===== src/include/esr_pkg.sv =====
// constants and answer tags for the event status reporting block
package esr_pkg;
   // ------------------------------------------------------------
   // event latch field positions
   // ------------------------------------------------------------
   localparam int unsigned BIT_OPC_DONE = 0;
   localparam int unsigned BIT_QUERY_ERR = 2;
   localparam int unsigned BIT_DEVICE_ERR = 3;
   localparam int unsigned BIT_EXEC_ERR = 4;
   localparam int unsigned BIT_CMD_ERR = 5;
   localparam logic [7:0] EVENT_IMPL_MASK = 8'h3d;
   // ------------------------------------------------------------
   // status byte field positions
   // ------------------------------------------------------------
   localparam int unsigned STB_BIT_QUESTIONABLE_SUMMARY_BIT = 3;
   localparam int unsigned STB_BIT_ESB = 5;
   localparam int unsigned STB_BIT_MSS = 6;
   // ------------------------------------------------------------
   // reset values and answer codes
   // ------------------------------------------------------------
   localparam logic [7:0] EVENT_MASK_RESET = 8'h00;
   localparam logic [7:0] EVENT_LATCH_RESET = 8'h00;
   localparam logic [7:0] SRQ_MASK_RESET = 8'h00;
   localparam logic [7:0] ASCII_ZERO = 8'h30;
   localparam logic [7:0] ASCII_ONE = 8'h31;
   localparam logic [9:0] ERR_CLASS_STEP = 10'h064;
   localparam int unsigned IDN_LAST_FIELD = 4;
   // answer tags
   typedef enum logic [2:0] {
      TAG_LATCH, TAG_MASK, TAG_OPC, TAG_IDN, TAG_SRQ_MASK, TAG_STB
   } resp_tag_t;
endpackage


===== src/hw/event_status_reporting.sv =====
// status reporting core: event latch, masks, completion tracking, status byte
module event_status_reporting #(
   parameter logic [31:0] MAKER_CODE = 32'h0000_00a1, // arbitrary value
   parameter logic [31:0] MODEL_CODE = 32'h0000_00b2, // arbitrary value, holds rating
   parameter logic [31:0] CAL_DATE_BCD = 32'h0101_2000, // MMDDYYYY in bcd
   parameter logic [31:0] SERIAL_BCD = 32'h0000_0001, // six bcd digits
   parameter logic [31:0] FW_REV = 32'h0000_0100, // arbitrary value
   parameter int unsigned NUM_PROC = 3
) (
   input wire logic i_core_clk,
   input wire logic i_rst_n,
   input wire logic i_err_valid,
   input wire logic [9:0] i_err_code,
   input wire logic i_reg_err,
   input wire logic i_questionable_summary_bit_reg_bit,
   input wire logic i_cmd_opc,
   input wire logic i_qry_opc,
   input wire logic i_qry_latch,
   input wire logic i_qry_mask,
   input wire logic i_cmd_mask,
   input wire logic [7:0] i_mask_data,
   input wire logic i_cmd_srq_mask,
   input wire logic [7:0] i_srq_mask_data,
   input wire logic i_qry_srq_mask,
   input wire logic i_qry_stb,
   input wire logic i_qry_idn,
   input wire logic i_cmd_cls,
   input wire logic i_cmd_wai,
   input wire logic i_serial_poll,
   input wire logic i_cmds_pending,
   input wire logic [NUM_PROC-1:0] i_proc_idle,
   input wire logic i_output_settled,
   input wire logic [7:0] i_stb_other,
   output logic o_cmd_ready,
   output logic o_resp_valid,
   output logic [2:0] o_resp_tag,
   output logic [31:0] o_resp_data,
   output logic [7:0] o_event_latch,
   output logic [7:0] o_status_byte,
   output logic o_service_request
);
   // ------------------------------------------------------------
   // helpers
   // ------------------------------------------------------------
   // error class is the hundreds digit; class 0 and 5+ raise nothing here
   function automatic logic [7:0] err_bits(input logic [9:0] code);
      logic [7:0] b;
      b = 8'h00;
      if (code >= esr_pkg::ERR_CLASS_STEP * 10'd1 && code < esr_pkg::ERR_CLASS_STEP * 10'd2)
         b[esr_pkg::BIT_CMD_ERR] = 1'b1;
      if (code >= esr_pkg::ERR_CLASS_STEP * 10'd2 && code < esr_pkg::ERR_CLASS_STEP * 10'd3)
         b[esr_pkg::BIT_EXEC_ERR] = 1'b1;
      if (code >= esr_pkg::ERR_CLASS_STEP * 10'd3 && code < esr_pkg::ERR_CLASS_STEP * 10'd4)
         b[esr_pkg::BIT_DEVICE_ERR] = 1'b1;
      if (code >= esr_pkg::ERR_CLASS_STEP * 10'd4 && code < esr_pkg::ERR_CLASS_STEP * 10'd5)
         b[esr_pkg::BIT_QUERY_ERR] = 1'b1;
      return b;
   endfunction

   localparam int unsigned SW = NUM_PROC + 1;

   // ------------------------------------------------------------
   // synchronisers for idle lines from the other processors and the output settled line
   // ------------------------------------------------------------
   logic [SW-1:0] sync1_r;
   logic [SW-1:0] sync2_r;
   logic [SW-1:0] sync3_r;
   logic [SW-1:0] idle_r;
   logic [SW-1:0] idle_nxt;
   logic [SW-1:0] idle_raw;

   assign idle_raw = {i_output_settled, i_proc_idle};

   // a change counts only once stages two and three agree
   assign idle_nxt = (sync2_r == sync3_r) ? sync3_r : idle_r;

   // three-stage capture, bit-wise
   always_ff @(posedge i_core_clk)
   begin
      if (!i_rst_n)
      begin
         sync1_r <= '0;
         sync2_r <= '0;
         sync3_r <= '0;
         idle_r <= '0;
      end
      else
      begin
         sync1_r <= idle_raw;
         sync2_r <= sync1_r;
         sync3_r <= sync2_r;
         idle_r <= idle_nxt;
      end
   end

   // ------------------------------------------------------------
   // completion tracking
   // ------------------------------------------------------------
   logic opc_armed_r;
   logic opc_armed_nxt;
   logic wai_hold_r;
   logic wai_hold_nxt;
   logic all_done;
   logic idn_busy;

   // everything before has run, processors idle, output level settled
   assign all_done = !i_cmds_pending && (&idle_r);

   // arming clears the flag, but nothing here gates command intake
   assign opc_armed_nxt = i_cmd_opc ? 1'b1 :
                          (i_cmd_cls || all_done) ? 1'b0 : opc_armed_r;
   assign wai_hold_nxt = i_cmd_wai ? 1'b1 :
                         all_done ? 1'b0 : wai_hold_r;

   // only the wait hold and an identity answer stall intake
   assign o_cmd_ready = !wai_hold_r && !idn_busy;

   // completion state
   always_ff @(posedge i_core_clk)
   begin
      if (!i_rst_n)
      begin
         opc_armed_r <= 1'b0;
         wai_hold_r <= 1'b0;
      end
      else
      begin
         opc_armed_r <= opc_armed_nxt;
         wai_hold_r <= wai_hold_nxt;
      end
   end

   // ------------------------------------------------------------
   // event latch and masks
   // ------------------------------------------------------------
   logic [7:0] latch_r;
   logic [7:0] latch_nxt;
   logic [7:0] mask_r;
   logic [7:0] mask_nxt;
   logic [7:0] srq_mask_r;
   logic [7:0] srq_mask_nxt;
   logic [7:0] set_bits;
   logic [7:0] dev_bit;
   logic [7:0] opc_bit;
   logic clr_latch;

   assign dev_bit = (i_reg_err && i_questionable_summary_bit_reg_bit) ?
                    (8'h01 << esr_pkg::BIT_DEVICE_ERR) : 8'h00;
   assign opc_bit = (opc_armed_r && all_done && !i_cmd_opc) ?
                    (8'h01 << esr_pkg::BIT_OPC_DONE) : 8'h00;
   assign set_bits = ((i_err_valid ? err_bits(i_err_code) : 8'h00)
                     | dev_bit | opc_bit) & esr_pkg::EVENT_IMPL_MASK;
   // a latch query dropped during the identity stream must not lose events
   assign clr_latch = (i_qry_latch && !idn_busy) || i_cmd_cls;

   // set wins over clear so an event in the read cycle survives
   assign latch_nxt = (clr_latch ? 8'h00 :
                      (i_cmd_opc ? (latch_r & ~(8'h01 << esr_pkg::BIT_OPC_DONE))
                       : latch_r)) | set_bits;
   // any 0..255 is taken; cls leaves the masks alone
   assign mask_nxt = i_cmd_mask ? i_mask_data : mask_r;
   assign srq_mask_nxt = i_cmd_srq_mask ? i_srq_mask_data : srq_mask_r;

   // latch and mask storage
   always_ff @(posedge i_core_clk)
   begin
      if (!i_rst_n)
      begin
         latch_r <= esr_pkg::EVENT_LATCH_RESET;
         mask_r <= esr_pkg::EVENT_MASK_RESET;
         srq_mask_r <= esr_pkg::SRQ_MASK_RESET;
      end
      else
      begin
         latch_r <= latch_nxt;
         mask_r <= mask_nxt;
         srq_mask_r <= srq_mask_nxt;
      end
   end

   assign o_event_latch = latch_r;

   // ------------------------------------------------------------
   // status byte and service request
   // ------------------------------------------------------------
   logic event_summary_bit;
   logic [7:0] stb_low;
   logic master_summary_bit;
   logic rqs_r;
   logic rqs_nxt;
   logic mss_q_r;

   // unused positions of the latch are zero, so their mask bits do nothing
   assign event_summary_bit = |(latch_r & mask_r & esr_pkg::EVENT_IMPL_MASK);
   assign stb_low = (i_stb_other & ~(8'h01 << esr_pkg::STB_BIT_ESB)
                     & ~(8'h01 << esr_pkg::STB_BIT_MSS))
                    | (event_summary_bit ? (8'h01 << esr_pkg::STB_BIT_ESB) : 8'h00);
   // bit 6 of the request mask cannot take part
   assign master_summary_bit = |(stb_low & srq_mask_r);
   assign o_status_byte = stb_low | (master_summary_bit ? (8'h01 << esr_pkg::STB_BIT_MSS) : 8'h00);

   // request raised on a new summary, dropped by serial poll or cls
   assign rqs_nxt = (master_summary_bit && !mss_q_r) ? 1'b1 :
                    (i_serial_poll || i_cmd_cls) ? 1'b0 : rqs_r;
   assign o_service_request = rqs_r;

   // service request state
   always_ff @(posedge i_core_clk)
   begin
      if (!i_rst_n)
      begin
         rqs_r <= 1'b0;
         mss_q_r <= 1'b0;
      end
      else
      begin
         rqs_r <= rqs_nxt;
         mss_q_r <= master_summary_bit;
      end
   end

   // ------------------------------------------------------------
   // answers
   // ------------------------------------------------------------
   logic [2:0] idn_idx_r;
   logic [2:0] idn_idx_nxt;
   logic idn_run_r;
   logic idn_run_nxt;
   logic resp_valid_nxt;
   logic [2:0] resp_tag_nxt;
   logic [31:0] resp_data_nxt;
   logic [31:0] idn_word;

   assign idn_busy = idn_run_r;
   // identity fields leave in fixed order
   assign idn_word = (idn_idx_r == 3'd0) ? MAKER_CODE :
                     (idn_idx_r == 3'd1) ? MODEL_CODE :
                     (idn_idx_r == 3'd2) ? CAL_DATE_BCD :
                     (idn_idx_r == 3'd3) ? SERIAL_BCD : FW_REV;
   assign idn_run_nxt = i_qry_idn ? 1'b1 :
                        (idn_idx_r == 3'(esr_pkg::IDN_LAST_FIELD)) ? 1'b0 : idn_run_r;
   assign idn_idx_nxt = idn_run_r ? 3'(idn_idx_r + 3'd1) : 3'd0;

   // one query per cycle assumed; identity stream blocks the rest
   always_comb
   begin
      resp_valid_nxt = 1'b1;
      resp_tag_nxt = esr_pkg::TAG_LATCH;
      resp_data_nxt = 32'h0000_0000;
      if (idn_run_r)
      begin
         resp_tag_nxt = esr_pkg::TAG_IDN;
         resp_data_nxt = idn_word;
      end
      else if (i_qry_latch)
         resp_data_nxt = {24'h000000, latch_r};
      else if (i_qry_mask)
      begin
         resp_tag_nxt = esr_pkg::TAG_MASK;
         resp_data_nxt = {24'h000000, mask_r};
      end
      else if (i_qry_opc)
      begin
         resp_tag_nxt = esr_pkg::TAG_OPC;
         resp_data_nxt = {24'h000000, opc_armed_r ? esr_pkg::ASCII_ZERO
                                                  : esr_pkg::ASCII_ONE};
      end
      else if (i_qry_srq_mask)
      begin
         resp_tag_nxt = esr_pkg::TAG_SRQ_MASK;
         resp_data_nxt = {24'h000000, srq_mask_r};
      end
      else if (i_qry_stb)
      begin
         resp_tag_nxt = esr_pkg::TAG_STB;
         resp_data_nxt = {24'h000000, o_status_byte};
      end
      else
         resp_valid_nxt = 1'b0;
   end

   // answer registers
   always_ff @(posedge i_core_clk)
   begin
      if (!i_rst_n)
      begin
         o_resp_valid <= 1'b0;
         o_resp_tag <= 3'd0;
         o_resp_data <= 32'h0000_0000;
         idn_run_r <= 1'b0;
         idn_idx_r <= 3'd0;
      end
      else
      begin
         o_resp_valid <= resp_valid_nxt;
         o_resp_tag <= resp_tag_nxt;
         o_resp_data <= resp_data_nxt;
         idn_run_r <= idn_run_nxt;
         idn_idx_r <= idn_idx_nxt;
      end
   end
endmodule


===== config.mk =====
export PLATFORM = sky130hd
export DESIGN_NAME = event_status_reporting
export DESIGN_NICKNAME = d
export VERILOG_FILES = /design/src/include/esr_pkg.sv /design/src/hw/event_status_reporting.sv
export SDC_FILE = /design/constraint.sdc
export NUM_CORES = 1
export LEC_CHECK = 0
export BUFFER_PORTS_ARGS = -buffer_cell sky130_fd_sc_hd__buf_2
export CORE_MARGIN = 2
export CORE_UTILIZATION = 43
export DETAILED_ROUTE_END_ITERATION = 8
export PLACE_DENSITY = 0.76
export SYNTH_ARGS = -nofsm -noshare
export SYNTH_HDL_FRONTEND = slang
export SYNTH_SLANG_ARGS = --single-unit

===== constraint.sdc =====
create_clock -name i_core_clk -period 1.36 [get_ports i_core_clk]
set_input_delay 0 -clock i_core_clk [delete_from_list [all_inputs] [get_ports i_core_clk]]
set_output_delay 0 -clock i_core_clk [all_outputs]
set_load 0.01 [all_outputs]

==> results of run 1 <==
state kept, by name, indices dropped and copies added (netlist names):
register           count
sync1_r                4
o_resp_tag             3
wai_hold_r             1
mask_r                 8
opc_armed_r            1
idn_busy               1
o_resp_data           10
idle_r                 4
o_service_request      1
o_resp_valid           1
idn_idx_r              3
o_event_latch          5
sync2_r                4
sync3_r                4
srq_mask_r             8
mss_q_r                1
per-stage QoR:
stage,std cells,util
floorplan,316,-
CTS,501,0.619
finish,501,0.632
global route,501,0.632
global placement,450,0.524
detailed placement,450,0.524
cell usage in the layout, fill, tap and decap left out, types with 4 or more instances in the layout:
cell type	synthesis	routed
nor2_1	41	38
o21ai_0	6	6
a22oi_1	9	9
xnor2_1	4	4
dfxtp_1	59	55
buf_4	33	21
nand2_1	15	15
a21oi_1	15	13
conb_1	1	23
buf_2	1	81
dlygate4sd3_1	0	34
inv_1	9	9
clkbuf_8	0	10
mux2i_1	20	20
dfxtp_2	0	4
and2_1	13	13
metal layers:
metal / global-route usage / up-vias / routed length [um]
met3: 0.0533 / 19 / 554
li1: - / 1223 / -
met2: 0.372 / 114 / 3560
met4: 0.111 / 0 / 161
met5: 0 / - / 0
met1: 0.267 / 1171 / 2980
power by group:
| part | internal [W] | switching (W) |
|---|---|---|
| logic | 0.000317 | 0.000324 |
| registers | 0.00181 | 0.0000467 |
| clock network | 0.000886 | 0.000688 |
what timing repair did:
| item | CTS | global route |
|---|---|---|
| hold buffers | 34 | 0 |
| endpoints found under the setup margin | 5 | 18 |
| gates cloned | 0 | 0 |
| buffers inserted | 1 | 0 |
| resized for setup | 5 | 20 |
| pin swaps | 3 | 5 |
| hold endpoints to repair | 31 | 0 |
kinds of logic after synthesis:
logic type	Yosys count
multiplexers	20
XOR/XNOR	4
AO/OA/AOI/OAI	57
buffers and inverters	54
other	1
AND/OR/NAND/NOR	94
adder cells (fa/ha/maj)	5
flip-flops	59
worst paths after layout:
kind,from,end
setup reg to reg,o_event_latch[2],o_service_request
setup / recovery,o_event_latch[2],o_status_byte[6]
hold reg to reg,sync1_r[3],sync2_r[3]
hold / removal,i_qry_stb,o_resp_valid
final cells by class:
| class | instances | area share |
|---|---|---|
| well taps | 75 | 0.0249 |
| repair buffers | 138 | 0.246 |
| clock buffers | 11 | 0.0376 |
| flip-flops and latches | 59 | 0.315 |
| multi-input cells | 203 | 0.352 |
| clock inverters | 5 | 0.0140 |
| inverters | 10 | 0.00997 |
worst register-to-register path, stage by stage (launching register included):
cell      delay [ns]
dfxtp_2         0.32
a222oi_1        0.32
buf_4           0.18
a21boi_2        0.05
buf_4           0.15
buf_6           0.10
o21bai_1        0.12
a21oi_1         0.07
==> flow_metrics.py, run 1 <==
metrics = {
    "setup_path": {
        "cp-end-kind": "output port",
        "critPathMaxFanout": 3,
        "crit_chain": "a222oi_1, buf_4, a21boi_2, or2_1, buf_6",
        "start_kind": "register",
        "cpLargestDelayFamily": "compound AO/OA/AOI/OAI gates",
        "path_buf_inv": 2,
        "r2r_setup_slack_ns": -0.06,
        "required_ns": 1.36,
        "crit_arrival_ns": 1.59,
        "critical_path_class": "register to output port",
        "path_depth": 5,
        "critical-path-max-stage-delay_ns": 0.32,
        "reg2reg_depth": 7,
        "slowest_stage": "dfxtp_2",
    },
    "timing": {
        "setup_tns_ns": -0.303,
        "postLayoutSetupSlackWorst_ns": -0.228,
        "fmax_mhz": 630,
        "hold_viol": 1,
        "whs_ns": -0.00509,
        "maxSlewViolCount": 0,
        "setup_viol": 3,
        "timing.final.crit_share": 1.17,
        "rsz0062_at_grt": "yes",
        "clock_skew_ns": 0.0122,
        "min_period_ns": 1.59,
    },
    "power": {
        "finalPower_w": 0.00407,
        "p_leak_nw": 1.73,
        "p_per_area_nw_per_um2": 1080,
        "vdd_drop_max_v": 0.000630,
    },
    "global_routing": {
        "grt_remaining_overflow": 0,
        "grt_max_degree": 33,
        "grt.total_usage": 0.223,
        "grt_first_pass_wirelength_um": 11100,
        "antenna_found_initial": 0,
        "first_global_vias": 2339,
    },
    "logic_synthesis": {
        "synthTopCellsByCount": "dfxtp_1 (59), nor2_1 (41), buf_4 (33)",
        "synth-compound-area-share": 0.149,
        "ys_ff_latch": 59,
        "synth_top_area_frac": 0.443,
        "synth_fa_ha_area_frac": 0.0235,
        "synthArstFlopShare": 0,
        "synth_flop_cell": "dfxtp_1",
        "synth_top_family_by_area": "simple AND/OR/NAND/NOR gates",
        "synthTopCellsByArea": "dfxtp_1 (44%), buf_4 (9.3%), mux2i_1 (7.5%), nor2_1 (5.8%), and2_1 (3.1%)",
        "yosysWarnings": 0,
        "yosysMostFrequentCell": "dfxtp_1",
        "synthSimpleGateAreaFrac": 0.172,
        "ys_seq_area_frac": 0.443,
        "syn_inst": 294,
        "synth_edf_count": 0,
        "muxShareOfSynthArea": 0.0751,
        "synth-xor-area-share": 0.0131,
        "synth_area_um2": 2670,
        "synth_area_leader_cell": "dfxtp_1",
        "syn_avg_cell_area_um2": 9.07,
        "synth.distinct_cells": 49,
    },
    "clocking": {
        "cts_tree": "yes",
        "cts.sinks": 59,
        "htree_num_levels": 3,
        "clk_latency_ns": 0.35,
        "clk_path_buf_depth": 2,
        "clk_pin_slew_ns": 0.06,
        "cts_buffers": 9,
        "root_buffer": "clkbuf_8",
    },
    "layout": {
        "final_cell_area_um2": 3760,
        "fin_nets": 482,
        "drive_above_1_share": 0.326,
        "antenna_cells": 0,
        "multi_input_area_um2": 1330,
        "register_area_um2": 1190,
        "syn2layout_area_growth_pct": 41.2,
        "fillCellCount": 480,
    },
    "routing": {
        "drtIter0Drc": 194,
        "via_per_inst": 5.04,
        "wl_per_cell_um": 14.5,
        "firstDrtPassIters": 5,
        "drc": 0,
        "ant_nets": 0,
        "num_vias": 2527,
        "wl_um": 7250,
    },
    "min_path": {
        "holdCritPathClass": "primary input to register",
        "holdPathStages": 3,
    },
    "outcome": {
        "status": "finished, violations left",
        "failed_checks": "hold timing, setup timing",
    },
    "floorplanning": {
        "dieArea_um2": 6850,
        "die-height_um": 82.7,
        "io_pins": 110,
        "fp.dieW_um": 82.7,
        "rows": 28,
        "core_um2": 5960,
        "start_util": 0.448,
    },
    "job": {
        "max-cap-violations": 0,
    },
    "place": {
        "dpl.hpwl_um": 4940,
        "dpl_cell_area_um2": 3120,
        "place_congestion": 0.843,
        "portBuffers": 82,
        "dp_slack_ns": -0.0304,
    },
}
Power figures use the tool's default switching activity.
==> run 2, diff against run 1 <==
ABC_AREA = 1   (was unset)
CELL_PAD_IN_SITES_DETAIL_PLACEMENT = 0   (was unset)
CELL_PAD_IN_SITES_GLOBAL_PLACEMENT = 1   (was unset)
CORE_UTILIZATION = 30   (was 43)
PLACE_DENSITY = unset   (was 0.76)
PLACE_DENSITY_LB_ADDON = 0.1   (was unset)
RECOVER_POWER = 25   (was unset)
==> run 2 against run 1 <==
The flow now finishes without violations. Total power rose by 8.8%. Sequential power barely moved. Wire length fell by 2.6%. Critical endpoint is now o_status_byte[5].
==> flow_metrics.py, run 2 <==
metrics = {
    "setup_path": {
        "critical_path_class": "register to output port",
        "r2r_setup_slack_ns": 0.13,
        "r2r-start": "idn_idx_r[1]",
        "critPathMaxFanout": 4,
        "reg2reg_depth": 6,
        "r2r-end": "o_resp_data[5]",
        "start_kind": "register",
        "required_ns": 1.36,
        "cp-end-kind": "output port",
        "crit_arrival_ns": 1.28,
    },
    "layout": {
        "top_regs": "o_resp_data x10, mask_r x8, srq_mask_r x8",
        "layout_common_cells": "nand2_1 (71), buf_2 (64), dfxtp_1 (57)",
        "mostFrequentLayoutCell": "nand2_1",
        "antenna_cells": 0,
        "syn2layout_area_growth_pct": 33.2,
        "drive_above_1_share": 0.198,
        "largest_register_ffs": 10,
        "fillCellCount": 1007,
        "fin_nets": 546,
        "final_cell_area_um2": 3690,
        "regMostFlops": "o_resp_data",
    },
    "power": {
        "vdd_drop_max_v": 0.000387,
        "sw_frac_of_total": 0.244,
        "p_int_w": 0.00335,
        "combPwrFrac": 0.136,
        "clockPowerShare": 0.439,
        "p_sw_w": 0.00108,
        "power_frac_seq": 0.425,
        "p_per_area_nw_per_um2": 1200,
        "p_leak_nw": 1.84,
        "finalPower_w": 0.00443,
    },
    "clocking": {
        "cts_tree": "yes",
        "cts.sinks": 59,
        "postCtsSetupBuffers": 0,
        "htree_num_levels": 3,
        "root_buffer": "clkbuf_8",
        "cts_buffers": 9,
        "clk_latency_ns": 0.33,
        "clk_path_buf_depth": 2,
        "clk_pin_slew_ns": 0.07,
    },
    "floorplanning": {
        "start_util": 0.304,
        "dieArea_um2": 10000,
        "die-height_um": 100,
        "fp.dieW_um": 100,
        "rows": 35,
        "io_pins": 110,
        "core_um2": 9110,
    },
    "routing": {
        "num_vias": 2582,
        "wl_per_cell_um": 11.8,
        "ant_nets": 0,
        "via_per_inst": 4.30,
        "firstDrtPassIters": 4,
        "drc": 0,
        "drtIter0Drc": 67,
        "wl_um": 7070,
    },
    "timing": {
        "rsz0062_at_grt": "yes",
        "maxSlewViolCount": 0,
        "setup_viol": 0,
        "clock_skew_ns": 0.00962,
        "timing.final.crit_share": 0.941,
        "hold_viol": 0,
        "min_period_ns": 1.28,
        "fmax_mhz": 781,
    },
    "place": {
        "dpl_cell_area_um2": 3150,
        "place_congestion": 0.783,
        "dpl.hpwl_um": 5390,
        "portBuffers": 82,
    },
    "logic_synthesis": {
        "ys_seq_area_frac": 0.426,
        "synthArstFlopShare": 0,
        "synth_top_area_frac": 0.426,
        "syn_inst": 373,
        "synthTopCellsByArea": "dfxtp_1 (43%), nand2_1 (9.8%), buf_4 (9.2%), nor2_1 (7.4%), inv_1 (5.7%)",
        "yosysMostFrequentCell": "nand2_1",
        "synth_edf_count": 0,
        "synth.distinct_cells": 40,
        "synth_area_um2": 2770,
        "yosysWarnings": 0,
        "syn_avg_cell_area_um2": 7.43,
        "synth_area_leader_cell": "dfxtp_1",
        "synthTopCellsByCount": "nand2_1 (72), dfxtp_1 (59), nor2_1 (55)",
        "ys_ff_latch": 59,
        "synth_flop_cell": "dfxtp_1",
    },
    "global_routing": {
        "grt_first_pass_wirelength_um": 11400,
        "grt.total_usage": 0.146,
        "grt_remaining_overflow": 0,
        "antenna_found_initial": 0,
        "first_global_vias": 2363,
        "grt_max_degree": 29,
    },
    "min_path": {
        "min-delay-start": "i_cmd_srq_mask",
        "hold_path_end": "srq_mask_r[1]",
        "holdPathStages": 3,
        "holdCritPathClass": "primary input to register",
    },
    "outcome": {
        "status": "completed",
    },
    "job": {
        "max-cap-violations": 0,
    },
}
run 2: changes by cell type after synthesis, sizes merged, moves of 7 or more:
cell | before | now
a21oi | 15 | 25
nor2 | 41 | 56
nand3 | 2 | 11
o21ai | 6 | 29
a22oi | 9 | 2
and2 | 13 | 0
mux2i | 20 | 0
nand2 | 15 | 74
inv | 9 | 44
run 2: how the worst max path moves through the flow:
stage / from / to / slack [ns] / cells after the start
global placement: idn_idx_r[0] / o_resp_data[5] / 0.15 / 6
global route: o_event_latch[0] / o_status_byte[5] / -0.004 / 4
CTS: o_event_latch[0] / o_status_byte[6] / 0.006 / 5
finish: o_event_latch[0] / o_status_byte[5] / 0.08 / 4
detailed placement: idn_idx_r[0] / o_resp_data[5] / 0.12 / 6
floorplan: idn_idx_r[0] / o_resp_data[5] / 0.23 / 6
run 2: final cells by class:
type	instances	area (um^2)	share of cell area
multi-input combinational	250	1210	0.327
clock buffer	11	141	0.0383
sequential	59	1180	0.321
timing repair buffer	119	746	0.202
clock inverter	5	100	0.0271
tap	111	139	0.0376
inverter	46	175	0.0475
run 2: worst max-delay path: stages (launching register included):
cell	delay [ns]
dfxtp_2	0.35
nand2_1	0.07
nand3_1	0.08
or2_2	0.29
buf_2	0.15
run 2: cells by family (layout without fill, tap and decap cells):
kind of cell / Yosys count / after routing / synth area share
compound gates: 68 / 68 / 0.139
xor+xnor: 4 / 4 / 0.0126
fa+ha+maj: 5 / 5 / 0.0226
buf+inv: 86 / 181 / 0.169
flops: 59 / 59 / 0.426
other cells: 1 / 23 / 0.00135
simple gates: 150 / 150 / 0.229
run 2: layer usage:
layer / track usage / up-vias / wire [um]
li1: - / 1349 / -
met2: 0.226 / 73 / 3090
met1: 0.196 / 1149 / 3490
met4: 0.0695 / 0 / 128
met5: 0 / - / 0
met3: 0.0306 / 11 / 362
run 2: per-stage QoR:
| stage | instances | worst slack [ns] | hold slack (ns) | util | TNS (ns) |
|---|---|---|---|---|---|
| final | 601 | 0.0802 | 0.0173 | 0.405 | 0 |
| after global routing | 601 | -0.00351 | 0.0595 | 0.405 | -0.00351 |
| after CTS | 601 | 0.00638 | 0.00286 | 0.407 | 0 |
| after detailed placement | 553 | 0.121 | 0.183 | 0.345 | 0 |
| after global placement | 553 | 0.147 | 0.182 | 0.345 | 0 |
| after floorplan | 395 | 0.230 | 0.0716 | - | 0 |
run 2: what timing repair did:
action / 4_1_cts / 5_1_grt
hold buffers: 32 / 0
endpoints found under the setup margin: 0 / 3
hold endpoints to repair: 29 / 0
gates resized for setup: 0 / 4
run 2: power groups by stage:
stage                     combinational [W]  clock (W)  sequential [W]
after global routing               0.000684    0.00208         0.00189
after global placement             0.000538          0         0.00192
after floorplan                    0.000381          0         0.00192
final                              0.000601    0.00195         0.00188
after CTS                          0.000610    0.00201         0.00188
after detailed placement           0.000539          0         0.00192
